## config.mk

```make
export PLATFORM = sky130hd
export DESIGN_NAME = pic_source_flat
export DESIGN_NICKNAME = d
export VERILOG_FILES = /design/src/pic_pkg.sv /design/src/pic_if.sv /design/src/pic_source.sv /design/src/flat_wrapper.sv
export SDC_FILE = /design/constraint.sdc
export NUM_CORES = 1
export LEC_CHECK = 0
export BUFFER_PORTS_ARGS = -buffer_cell sky130_fd_sc_hd__buf_2
export CAP_MARGIN = 20
export CORE_ASPECT_RATIO = 1.4
export CORE_MARGIN = 1
export CORE_UTILIZATION = 42
export DETAILED_ROUTE_END_ITERATION = 10
export GPL_TIMING_DRIVEN = 0
export PLACE_DENSITY = 0.66
export SLEW_MARGIN = 20
export SYNTH_ARGS = -nofsm -noshare
export SYNTH_HDL_FRONTEND = slang
export SYNTH_SLANG_ARGS = --single-unit
```

## constraint.sdc

```tcl
create_clock -name CLK_IN -period 10.05 [get_ports CLK_IN]
set_clock_uncertainty 0.15 [all_clocks]
set_input_delay 1.005 -clock CLK_IN [delete_from_list [all_inputs] [get_ports CLK_IN]]
set_output_delay 1.005 -clock CLK_IN [all_outputs]
set_load 0.02 [all_outputs]
```

## src/pic_pkg.sv

```systemverilog
`default_nettype none
package pic_pkg;

  // ----------------------------------------
  // bus widths and field positions
  // ----------------------------------------
  localparam int PIX_W = 24;
  localparam int HALF_W = 12;
  localparam int STRAP_W = 8;
  localparam int STRAP_LSB = 16;
  localparam int RSVD_W = 4;
  localparam int GP_W = 3;

  // ----------------------------------------
  // link clock timing
  // ----------------------------------------
  localparam int CLK_HZ = 20_000_000;
  localparam int LINK_PERIOD_NS = 400;
  localparam int HALF_CYCLES = (LINK_PERIOD_NS / 2) * (CLK_HZ / 1_000_000) / 1000;
  localparam logic [2:0] HALF_LAST = 3'(HALF_CYCLES - 1);
  // data changes mid-way through a half period, well away from both edges
  localparam logic [2:0] EMIT_AT = 3'(HALF_CYCLES / 4);
  localparam logic [15:0] HSYNC_ITEMS = 16'h0002;

  // ----------------------------------------
  // controller register map (byte addresses)
  // ----------------------------------------
  localparam int ADDR_W = 5;
  localparam logic [ADDR_W-1:0] REG_CTRL = 5'h00;
  localparam logic [ADDR_W-1:0] REG_GP = 5'h04;
  localparam logic [ADDR_W-1:0] REG_STRAP = 5'h08;
  localparam logic [ADDR_W-1:0] REG_LEN = 5'h0C;
  localparam logic [ADDR_W-1:0] REG_STATUS = 5'h10;
  localparam int CTRL_RUN = 0;
  localparam int CTRL_WIDE = 1;
  localparam int CTRL_DUAL = 2;
  localparam int CTRL_HOST = 3;
  localparam int CTRL_SKEW = 4;
  localparam int CTRL_VSYNC = 5;
  localparam int CTRL_GPDRV = 6;
  localparam int CTRL_W = 7;
  localparam int LEN_BLK_LSB = 16;
  localparam logic [CTRL_W-1:0] CTRL_RST = 7'h02;
  localparam logic [15:0] ACT_LEN_RST = 16'h0010;
  localparam logic [15:0] BLK_LEN_RST = 16'h0008;

  // ----------------------------------------
  // types
  // ----------------------------------------
  typedef enum logic [1:0] {
    PIC_IDLE = 2'b00,
    PIC_ACTIVE = 2'b01,
    PIC_BLANK = 2'b11
  } pic_line_t;

  typedef enum logic [1:0] {
    PIC_GP_GENERAL = 2'b00,
    PIC_GP_SKEW = 2'b01,
    PIC_GP_ADDR = 2'b11,
    PIC_GP_HOLD = 2'b10
  } pic_gp_t;

  typedef struct packed {
    logic clk_pos;
    logic clk_neg;
    logic qual;
    logic hsync;
    logic vsync;
    logic bus_width;
    logic dual_edge;
    logic host_sel;
    logic skew_en;
    logic [GP_W-1:0] gp;
    logic [PIX_W-1:0] data;
  } pic_pins_t;

endpackage
`default_nettype wire

```

## src/pic_if.sv

```systemverilog
`timescale 1ns/1ns
`default_nettype none
interface pic_if;

  // ----------------------------------------
  // parallel pixel bus, clocks and straps
  // ----------------------------------------
  logic [pic_pkg::PIX_W-1:0] pixel_data;
  logic pixel_clock_pos;
  logic pixel_clock_neg;
  logic active_video_qualifier;
  logic hsync;
  logic vsync;
  logic bus_width_select;
  logic dual_edge_select;
  logic host_select_reset;
  logic skew_strap_enable;
  // undriven bits float and the device pulls them low
  logic [pic_pkg::GP_W-1:0] general_inputs;
  logic [pic_pkg::GP_W-1:0] general_inputs_oe;

  modport dev (
    input pixel_data, pixel_clock_pos, pixel_clock_neg, active_video_qualifier,
    input hsync, vsync, bus_width_select, dual_edge_select, host_select_reset,
    input skew_strap_enable, general_inputs, general_inputs_oe
  );

  modport src (
    output pixel_data, pixel_clock_pos, pixel_clock_neg, active_video_qualifier,
    output hsync, vsync, bus_width_select, dual_edge_select, host_select_reset,
    output skew_strap_enable, general_inputs, general_inputs_oe
  );

endinterface
`default_nettype wire

```

## src/pic_source.sv

```systemverilog
`timescale 1ns/1ns
`default_nettype none
module pic_source (
  pic_if.src LINK, // pixel bus towards the device
  input wire logic CLK_IN, // system clock
  input wire logic RST_IN, // sync reset, high
  input wire logic [pic_pkg::ADDR_W-1:0] AVS_ADDRESS_IN, // byte address
  input wire logic AVS_READ_IN, // read request
  input wire logic AVS_WRITE_IN, // write request
  input wire logic [31:0] AVS_WRITEDATA_IN, // write data
  output logic [31:0] AVS_READDATA_OUT, // read data
  output logic AVS_WAITREQUEST_OUT // stall, high
);
  import pic_pkg::*;

  // ----------------------------------------
  // state
  // ----------------------------------------
  typedef struct packed {
    logic [CTRL_W-1:0] ctrl;
    logic [GP_W-1:0] gp_stage;
    logic [GP_W-1:0] gp_live;
    logic [GP_W-1:0] gp_oe;
    logic [STRAP_W-1:0] strap;
    logic [15:0] act_len;
    logic [15:0] blk_len;
    pic_line_t line;
    logic [15:0] item_cnt;
    logic [15:0] line_cnt;
    logic half;
    logic [PIX_W-1:0] pix;
    logic [2:0] div;
    logic clk_pos;
    logic clk_neg;
    logic [PIX_W-1:0] data;
    logic qual;
    logic hsync;
    logic vsync;
    logic sken;
    logic wait_req;
    logic [31:0] rdata;
  } pic_src_t;

  pic_src_t q;
  pic_src_t d;
  logic wide;
  logic dual;
  logic emit;
  logic seg_done;
  logic [PIX_W-1:0] word;

  // ----------------------------------------
  // decode helpers
  // ----------------------------------------
  assign wide = q.ctrl[CTRL_WIDE];
  assign dual = q.ctrl[CTRL_DUAL];
  // 24-bit single edge only takes the rising edge, so skip the high half
  assign emit = (q.div == EMIT_AT) && (!wide || dual || !q.clk_pos);
  assign word = (q.line == PIC_ACTIVE) ? q.pix : '0;
  // a zero length counts as one so a segment can never stick
  assign seg_done = ({1'b0, q.item_cnt} + 17'h0_0001) >=
    {1'b0, (q.line == PIC_ACTIVE) ? q.act_len : q.blk_len};

  // next state
  always_comb
  begin
    d = q;
    // slave answers one cycle after the request is seen
    d.wait_req = 1'b1;
    if ((AVS_READ_IN || AVS_WRITE_IN) && q.wait_req)
    begin
      d.wait_req = 1'b0;
      case (AVS_ADDRESS_IN)
        REG_CTRL: d.rdata = {25'h000_0000, q.ctrl};
        REG_GP: d.rdata = {29'h0000_0000, q.gp_stage};
        REG_STRAP: d.rdata = {24'h00_0000, q.strap};
        REG_LEN: d.rdata = {q.blk_len, q.act_len};
        REG_STATUS: d.rdata = {q.line_cnt, 13'h0000, q.line, q.qual};
        default: d.rdata = 32'h0000_0000;
      endcase
    end
    if (AVS_WRITE_IN && !q.wait_req)
    begin
      case (AVS_ADDRESS_IN)
        REG_CTRL: d.ctrl = AVS_WRITEDATA_IN[CTRL_W-1:0];
        REG_GP: d.gp_stage = AVS_WRITEDATA_IN[GP_W-1:0];
        REG_STRAP: d.strap = AVS_WRITEDATA_IN[STRAP_W-1:0];
        REG_LEN:
        begin
          d.act_len = AVS_WRITEDATA_IN[15:0];
          d.blk_len = AVS_WRITEDATA_IN[LEN_BLK_LSB +: 16];
        end
        default: d.rdata = q.rdata;
      endcase
    end
    // management bus needs the skew strap high
    // taken from the next ctrl so the strap never lags the host select pin
    d.sken = d.ctrl[CTRL_HOST] | d.ctrl[CTRL_SKEW];
    // link clock divider
    if (q.div == HALF_LAST)
    begin
      d.div = 3'h0;
      d.clk_pos = ~q.clk_pos;
    end
    else
    begin
      d.div = q.div + 3'h1;
    end
    // next ctrl, so the neg clock drops in the same cycle as the mode pins move
    d.clk_neg = (!d.ctrl[CTRL_WIDE] && !d.ctrl[CTRL_DUAL]) ? ~d.clk_pos : 1'b0;
    // one item per capturing edge
    if (emit)
    begin
      d.qual = (q.line == PIC_ACTIVE);
      d.hsync = (q.line == PIC_BLANK) && (q.item_cnt < HSYNC_ITEMS);
      d.vsync = q.ctrl[CTRL_VSYNC];
      if (wide)
        d.data = word;
      else
        d.data = {q.strap, {RSVD_W{1'b0}}, q.half ? word[PIX_W-1:HALF_W] : word[HALF_W-1:0]};
      // dropping the driver also moves the pin level, so only in blanking
      if (q.line != PIC_ACTIVE)
      begin
        d.gp_live = q.gp_stage;
        d.gp_oe = {GP_W{q.ctrl[CTRL_GPDRV]}};
      end
      if (!wide && !q.half)
      begin
        d.half = 1'b1;
      end
      else
      begin
        d.half = 1'b0;
        case (q.line)
          PIC_IDLE:
          begin
            d.item_cnt = 16'h0000;
            if (q.ctrl[CTRL_RUN])
              d.line = PIC_ACTIVE;
          end
          PIC_ACTIVE:
          begin
            d.pix = q.pix + 24'h00_0001;
            d.item_cnt = seg_done ? 16'h0000 : q.item_cnt + 16'h0001;
            if (seg_done)
              d.line = PIC_BLANK;
          end
          PIC_BLANK:
          begin
            d.item_cnt = seg_done ? 16'h0000 : q.item_cnt + 16'h0001;
            if (seg_done)
            begin
              d.line = q.ctrl[CTRL_RUN] ? PIC_ACTIVE : PIC_IDLE;
              d.line_cnt = q.line_cnt + 16'h0001;
            end
          end
          default: d.line = PIC_IDLE;
        endcase
      end
    end
  end

  // state register
  always_ff @(posedge CLK_IN)
  begin
    if (RST_IN)
    begin
      q <= '0;
      q.ctrl <= CTRL_RST;
      q.act_len <= ACT_LEN_RST;
      q.blk_len <= BLK_LEN_RST;
      q.wait_req <= 1'b1;
    end
    else
    begin
      q <= d;
    end
  end

  // ----------------------------------------
  // outputs
  // ----------------------------------------
  assign AVS_READDATA_OUT = q.rdata;
  assign AVS_WAITREQUEST_OUT = q.wait_req;
  assign LINK.pixel_data = q.data;
  assign LINK.pixel_clock_pos = q.clk_pos;
  assign LINK.pixel_clock_neg = q.clk_neg;
  assign LINK.active_video_qualifier = q.qual;
  assign LINK.hsync = q.hsync;
  assign LINK.vsync = q.vsync;
  assign LINK.bus_width_select = q.ctrl[CTRL_WIDE];
  assign LINK.dual_edge_select = q.ctrl[CTRL_DUAL];
  assign LINK.host_select_reset = q.ctrl[CTRL_HOST];
  assign LINK.skew_strap_enable = q.sken;
  assign LINK.general_inputs = q.gp_live;
  assign LINK.general_inputs_oe = q.gp_oe;

endmodule
`default_nettype wire

```

## src/flat_wrapper.sv

```systemverilog
// flat-port wrapper written by rule: the top's interface ports become plain ports
module pic_source_flat import pic_pkg::*;
  (CLK_IN, RST_IN, AVS_ADDRESS_IN, AVS_READ_IN, AVS_WRITE_IN, AVS_WRITEDATA_IN, AVS_READDATA_OUT, AVS_WAITREQUEST_OUT, LINK_pixel_data, LINK_pixel_clock_pos, LINK_pixel_clock_neg, LINK_active_video_qualifier, LINK_hsync, LINK_vsync, LINK_bus_width_select, LINK_dual_edge_select, LINK_host_select_reset, LINK_skew_strap_enable, LINK_general_inputs, LINK_general_inputs_oe);
  pic_if LINK_i ();
  input wire logic CLK_IN;
  input wire logic RST_IN;
  input wire logic [pic_pkg::ADDR_W-1:0] AVS_ADDRESS_IN;
  input wire logic AVS_READ_IN;
  input wire logic AVS_WRITE_IN;
  input wire logic [31:0] AVS_WRITEDATA_IN;
  output logic [31:0] AVS_READDATA_OUT;
  output logic AVS_WAITREQUEST_OUT;
  output wire logic [$bits(LINK_i.pixel_data)-1:0] LINK_pixel_data;
  output wire logic [$bits(LINK_i.pixel_clock_pos)-1:0] LINK_pixel_clock_pos;
  output wire logic [$bits(LINK_i.pixel_clock_neg)-1:0] LINK_pixel_clock_neg;
  output wire logic [$bits(LINK_i.active_video_qualifier)-1:0] LINK_active_video_qualifier;
  output wire logic [$bits(LINK_i.hsync)-1:0] LINK_hsync;
  output wire logic [$bits(LINK_i.vsync)-1:0] LINK_vsync;
  output wire logic [$bits(LINK_i.bus_width_select)-1:0] LINK_bus_width_select;
  output wire logic [$bits(LINK_i.dual_edge_select)-1:0] LINK_dual_edge_select;
  output wire logic [$bits(LINK_i.host_select_reset)-1:0] LINK_host_select_reset;
  output wire logic [$bits(LINK_i.skew_strap_enable)-1:0] LINK_skew_strap_enable;
  output wire logic [$bits(LINK_i.general_inputs)-1:0] LINK_general_inputs;
  output wire logic [$bits(LINK_i.general_inputs_oe)-1:0] LINK_general_inputs_oe;
  assign LINK_pixel_data = LINK_i.pixel_data;
  assign LINK_pixel_clock_pos = LINK_i.pixel_clock_pos;
  assign LINK_pixel_clock_neg = LINK_i.pixel_clock_neg;
  assign LINK_active_video_qualifier = LINK_i.active_video_qualifier;
  assign LINK_hsync = LINK_i.hsync;
  assign LINK_vsync = LINK_i.vsync;
  assign LINK_bus_width_select = LINK_i.bus_width_select;
  assign LINK_dual_edge_select = LINK_i.dual_edge_select;
  assign LINK_host_select_reset = LINK_i.host_select_reset;
  assign LINK_skew_strap_enable = LINK_i.skew_strap_enable;
  assign LINK_general_inputs = LINK_i.general_inputs;
  assign LINK_general_inputs_oe = LINK_i.general_inputs_oe;
  pic_source u_core (.LINK(LINK_i), .CLK_IN(CLK_IN), .RST_IN(RST_IN), .AVS_ADDRESS_IN(AVS_ADDRESS_IN), .AVS_READ_IN(AVS_READ_IN), .AVS_WRITE_IN(AVS_WRITE_IN), .AVS_WRITEDATA_IN(AVS_WRITEDATA_IN), .AVS_READDATA_OUT(AVS_READDATA_OUT), .AVS_WAITREQUEST_OUT(AVS_WAITREQUEST_OUT));
endmodule
```

==> results.txt, run 1 <==
status - finished, final reports clean
Reg clk slew, reported paths - 0.07 ns
syn nets - 1122
Worst Hold End - u_core.AVS_READDATA_OUT[8]$_SDFFE_PP0P_
vias in the first global route - 7660
total length of routed wires - 25.5 mm
Hold Vio Cnt, Final - 0
Worst Slack Setup Final - 5.72 ns
Critical path origin - u_core.q[124]$_SDFFE_PP0P_
period utilization - 43.0%
GRT Max-Usage Layer - met2
chip width - 125 um
CTS Hold Buffers Added - 0
number of synthesized register bits - 179
worst hold path class - register to register
TritonCTS Buffers - 17
drt drc - 0
Worst Hold Path Cells - 2
most frequent cells in the layout - 179 x dfxtp_1, 146 x nor2_1, 118 x buf_2
post-detailed-route wirelength per cell - 17.5 um
Worst Hold Launch - u_core.AVS_READDATA_OUT[8]$_SDFFE_PP0P_
clock tree sinks - 179
Layout Area Growth over Synthesis - 16.5%
slowest CP cell - buf_1
ant diodes - 0
worst slew pin tran - 0.911 ns
min Tclk post-route - 4.33 ns
total number of vias - 7964
TritonCTS clock tree - built
initial antenna violation count - 0
r2r setup slk - 5.72 ns
crit start category - register
RR Startpoint - u_core.q[124]$_SDFFE_PP0P_
nets - 1253
IO Port Bufs - 112
Max Slew Vio Count - 0
CP Capture Type - register
sequential cell area fraction in the yosys report - 40.5%
post-route ant nets - 0
Max Freq - 231 MHz
largest net degree at the start of global routing - 18
buffer type at the clock tree root - clkbuf_16
DRT Pass-1 Iters - 8
Resized Gates After CTS - 0
share of post-route cells with drive strength above 1 - 21.1%
crit-path max cell delay - 0.66 ns
final setup violation count - 0
total global-route track usage - 23.5%
Fillers - 2015
Post-Route Setup TNS - 0 ns
Initial DRC Count - 562
FF-to-FF End - u_core.q[108]$_SDFFE_PP0P_
Clock Tree Buf Depth - 2
GR Overflow Total - 0
Starting Density - 43.1%
Crit Path Max Fanout - 10
# rows - 62
die height - 174 um
placer congestion estimate - 0.872
Clock Latency Late Sink - 0.44 ns
DIE AREA - 21700 sq um
Synth Instances - 1059
CORE AREA - 20600 sq um
warnings from Yosys - 0
crit path DAT - 4.56 ns
Worst VDD drop - 0.123 mV
first-pass GRT wire length - 39.7 mm
met2 Track Usage GR - 42.2%
Async SR Flop Fraction - 0%
Synth Flop Type - dfxtp_1
Setup Buffers After CTS - 0
Setup WS pre-CTS - 5.74 ns
Mapped Area - 8850 sq um
most common cell after layout, fill and taps aside - dfxtp_1
routed vias/inst - 5.46
io pins - 113
WS Path Type - register to register
Multi-input gate area - 4480 sq um
Final HPWL DP - 19.4 mm
synth unique cells - 61
met1 Resource Use GR - 25.9%
power density of the placed cells - 145 nW/um^2
Reg2Reg Depth - 12
RSZ-0062 raised after global routing - no
CP Data Required Time - 10.28 ns
Reg area - 3580 sq um
Rel. slew slack - 39.3%
EDFF count, synth - 0
htree depth - 4
average size of a mapped cell - 8.36 sq um
Max-cap violations - 0
leak pwr - 0.00433 uW
worst path cell trace - nand2b_1, buf_2, buf_1, mux2i_1, ha_1, and4_1, and3_1, o21ai_0, nand4_4, nor2_4, buf_6, a22o_2
grt met3 use - 3.24%
layer usage:
| layer | up-vias | share of wire [%] |
|---|---|---|
| li1 | 3891 | - |
| met4 | 0 | 5.5 |
| met5 | - | 0 |
| met2 | 294 | 50 |
| met3 | 78 | 4.6 |
| met1 | 3701 | 40 |
cell type report:
cell class	instances	share of cell area, %
multi-input combinational	736	43.4
sequential	179	34.7
clock buffer	18	4.26
tap	256	3.10
timing repair buffer	112	5.43
clock inverter	14	1.41
buffer	124	6.92
inverter	20	0.727
worst max-delay path by stage:
| stage | end | slack [ns] |
|---|---|---|
| after CTS | u_core.q[108]$_SDFFE_PP0P_ | 5.74 |
| final | u_core.q[108]$_SDFFE_PP0P_ | 5.72 |
| after global placement | u_core.q[120]$_SDFFE_PP0P_ | 5.74 |
| after global routing | u_core.q[108]$_SDFFE_PP0P_ | 5.56 |
| after floorplan | u_core.q[108]$_SDFFE_PP0P_ | 6.45 |
| after detailed placement | u_core.q[120]$_SDFFE_PP0P_ | 5.74 |
critical path, delay by kind of cell, from the launching register on:
family,cells,cell delay [ns]
AND/OR/NAND/NOR,5,1.15
flip-flops,1,0.49
multiplexers,1,0.45
adder cells (fa/ha/maj),1,0.31
buffers and inverters,3,1.04
AO/OA/AOI/OAI,2,0.68
per-stage QoR:
step / hold slack, ns / cell area, sq um / total power, uW / std cells / utilization (%)
6_report: 0.302 / 10300 / 1490 / 1459 / 50.2
5_1_grt: 0.320 / 10300 / 1540 / 1459 / 50.2
4_1_cts: 0.303 / 10300 / 1500 / 1459 / 50.2
3_5_place_dp: 0.295 / 9740 / 843 / 1427 / 47.4
3_3_place_gp: 0.291 / 9740 / 842 / 1427 / 47.4
2_1_floorplan: 0.282 / 8850 / 801 / 1059 / -
synth_stat cells (3+ instances only):
master / n / area, sq um
and3_1: 16 / 100
mux2i_1: 42 / 420
clkbuf_1: 49 / 184
and3b_1: 3 / 26.3
mux4_2: 3 / 67.6
a311oi_1: 8 / 70.1
inv_1: 20 / 75.1
and4_1: 7 / 61.3
nor3_1: 35 / 175
o21ai_0: 18 / 90.1
buf_4: 62 / 465
nand4_1: 16 / 100
or3_1: 8 / 50.1
a21o_1: 8 / 60.1
nand2b_1: 8 / 50.1
a22o_1: 4 / 35.0
a22oi_1: 21 / 158
xnor2_1: 24 / 210
a221o_2: 5 / 56.3
a32oi_1: 4 / 35.0
a21oi_1: 110 / 551
a22o_2: 9 / 90.1
nand2_1: 115 / 432
mux2_2: 5 / 56.3
nor2_1: 146 / 548
a31o_2: 3 / 26.3
nand3b_1: 5 / 37.5
o21a_1: 4 / 30.0
buf_2: 6 / 30.0
dfxtp_1: 179 / 3580
buf_1: 5 / 18.8
nor4_1: 7 / 43.8
xor2_1: 11 / 96.3
nor2b_1: 12 / 75.1
ha_1: 22 / 275
nand3_1: 30 / 150
state kept, by name, summed over array words and instances, names as in the netlist:
signal                              cells
u_core.LINK.pixel_clock_neg             1
u_core.LINK.vsync                       1
u_core.LINK.host_select_reset           1
u_core.LINK.active_video_qualifier      1
u_core.AVS_WAITREQUEST_OUT              1
u_core.LINK.skew_strap_enable           1
u_core.LINK.general_inputs_oe           1
u_core.LINK.dual_edge_select            1
u_core.LINK.hsync                       1
u_core.LINK.general_inputs              3
u_core.LINK.bus_width_select            1
u_core.q                              109
u_core.LINK.pixel_data                 24
u_core.AVS_READDATA_OUT                32
u_core.LINK.pixel_clock_pos             1
cell families (layout without fill, tap and decap cells):
kind of cell | after synthesis | after routing | synth area share, %
AOI/OAI and AO/OA | 210 | 210 | 15.5
xor gates and xnor gates | 35 | 35 | 3.46
adders and majority gates | 22 | 22 | 3.11
buffers and inverters | 144 | 288 | 8.92
DFF | 179 | 179 | 40.5
muxes | 50 | 50 | 6.15
and+or+nand+nor | 419 | 419 | 22.4
power breakdown:
group          switching, uW  leakage (uW)  internal, uW  total [uW]
registers               4.60       0.00144           716         720
logic                   73.1       0.00260          33.2         106
clock network            311      0.000283           357         668
total                    389       0.00433          1110        1490
No activity file was read; power rests on OpenSTA's default activity.
==> run 2, diff against run 1 <==
Clock period 10.05 ns to 4.29 ns, I/O delays scaled along.
==> run 2 against run 1 <==
Against the previous run: cell area is 0.12% higher; hold slack worse by 0.23 ns; register-to-register slack worse by 5.5 ns; setup slack worse by 5.5 ns; wire length hardly changed; first-iteration DRC count is 9.4% lower; final cell count hardly changed; combinational power is 130% higher; global-route usage hardly changed; critical path depth stayed put.
==> results.txt, run 2 (synthesis results as in run 1) <==
Initial DRC Count - 509
placer congestion estimate - 0.872
Reg clk slew, reported paths - 0.07 ns
initial antenna violation count - 0
post-route ant nets - 0
total length of routed wires - 25.4 mm
Setup Buffers After CTS - 0
status - finished, final reports clean
IO Port Bufs - 112
buffer type at the clock tree root - clkbuf_16
most frequent cells in the layout - 179 x dfxtp_1, 146 x nor2_1, 119 x buf_2
Crit Path Max Fanout - 10
total number of vias - 7922
crit start category - register
share of post-route cells with drive strength above 1 - 21.4%
CORE AREA - 20600 sq um
RSZ-0062 raised after global routing - no
Worst Slack Setup Final - 0.197 ns
final instance area - 10300 sq um
slowest CP cell - o21ai_0
WS Path Type - register to register
CP Capture Type - register
Worst VDD drop - 0.285 mV
TritonCTS clock tree - built
io pins - 113
worst hold path class - input pin to register
ant diodes - 0
period utilization - 95.4%
min Tclk post-route - 4.09 ns
DRT Pass-1 Iters - 5
Starting Density - 43.1%
total global-route track usage - 23.5%
GR Overflow Total - 0
CP Data Required Time - 4.52 ns
Layout Area Growth over Synthesis - 16.7%
htree depth - 4
Fillers - 2012
Max Slew Vio Count - 0
routed vias/inst - 5.43
clock tree sinks - 179
Post-Route Setup TNS - 0 ns
first-pass GRT wire length - 39.7 mm
Max-cap violations - 0
post-detailed-route wirelength per cell - 17.5 um
Clock Latency Late Sink - 0.44 ns
DIE AREA - 21700 sq um
largest net degree at the start of global routing - 18
worst slew pin tran - 0.717 ns
Setup WS pre-CTS - -0.0175 ns
nets - 1252
worst path cell trace - nand2b_1, buf_2, clkdlybuf4s15_2, mux2i_1, ha_1, and4_1, and3_1, o21ai_0, nand4_4, nor2_4, buf_6, a22o_2
final core occ - 50.3%
crit-path max cell delay - 0.53 ns
TritonCTS Buffers - 17
leak pwr - 0.00433 uW
DP Area - 9740 sq um
power density of the placed cells - 339 nW/um^2
Largest Register - u_core.q
Hold Vio Cnt, Final - 0
Max Freq - 244 MHz
chip width - 125 um
# rows - 62
Clock Tree Buf Depth - 2
drt drc - 0
max reg flops - 109
die height - 174 um
most common cell after layout, fill and taps aside - dfxtp_1
vias in the first global route - 7672
crit path DAT - 4.32 ns
Rel. slew slack - 52.2%
Final HPWL DP - 19.4 mm
final setup violation count - 0
run 2: changes by cell type in the layout (fill, tap and decap cells not counted), sizes merged:
cell           delta
clkdlybuf4s15     +1
buf               -1
clkbuf            -1
run 2: final timing paths:
kind,start,to,cells after the start,slack [ns]
setup reg to reg,u_core.q[124]$_SDFFE_PP0P_,u_core.q[108]$_SDFFE_PP0P_,12,0.20
hold reg to reg,u_core.AVS_READDATA_OUT[12]$_SDFFE_PP0P_,u_core.AVS_READDATA_OUT[12]$_SDFFE_PP0P_,2,0.31
setup / recovery,u_core.q[124]$_SDFFE_PP0P_,u_core.q[108]$_SDFFE_PP0P_,12,0.20
hold / removal,AVS_WRITEDATA_IN[27],u_core.q[136]$_SDFFE_PP0P_,3,0.08
run 2: metrics by stage:
step,hold slack (ns),std cells,total power (uW)
5_1_grt,0.0853,1458,3610
3_3_place_gp,0.291,1427,1970
2_1_floorplan,0.282,1059,1880
6_report,0.0756,1458,3500
3_5_place_dp,0.295,1427,1970
4_1_cts,0.0691,1459,3520
run 2: timing repair:
item | in CTS | in global routing
hold buffers | 0 | 0
setup endpoints to repair | 10 | 10
hold endpoints to repair | 0 | 0
resized for setup | 3 | 1
run 2: cell type report:
class,count,area [sq um],share of cell area (%)
Multi-Input combinational cell,736,4490,43.4
Sequential cell,179,3580,34.7
Buffer,123,719,6.96
Timing Repair Buffer,112,561,5.43
Clock buffer,18,439,4.25
Tap cell,256,320,3.10
Clock inverter,14,145,1.40
Inverter,20,75.1,0.727
run 2: routing by layer:
| metal | share of wire, % | vias to the layer above | global-route usage, % | wire, um |
|---|---|---|---|---|
| li1 | - | 3898 | - | - |
| met1 | 40 | 3684 | 25.8 | 10200 |
| met2 | 50 | 268 | 42.1 | 12800 |
| met3 | 4.4 | 72 | 3.21 | 1130 |
| met4 | 5.4 | 0 | 14.8 | 1380 |
| met5 | 0 | - | 0 | 0 |
run 2: critical path, delay by kind of cell (launching register included):
kind / cells / cell delay [ns]
multiplexers: 1 / 0.34
AND/OR/NAND/NOR: 5 / 1.17
buffers and inverters: 3 / 0.88
flip-flops: 1 / 0.50
AO/OA/AOI/OAI: 2 / 0.68
adder cells (fa/ha/maj): 1 / 0.30
run 2: where the power goes:
group	switching, uW	internal, uW
logic	171	77.9
clock network	731	837
registers	10.9	1680
total	913	2590
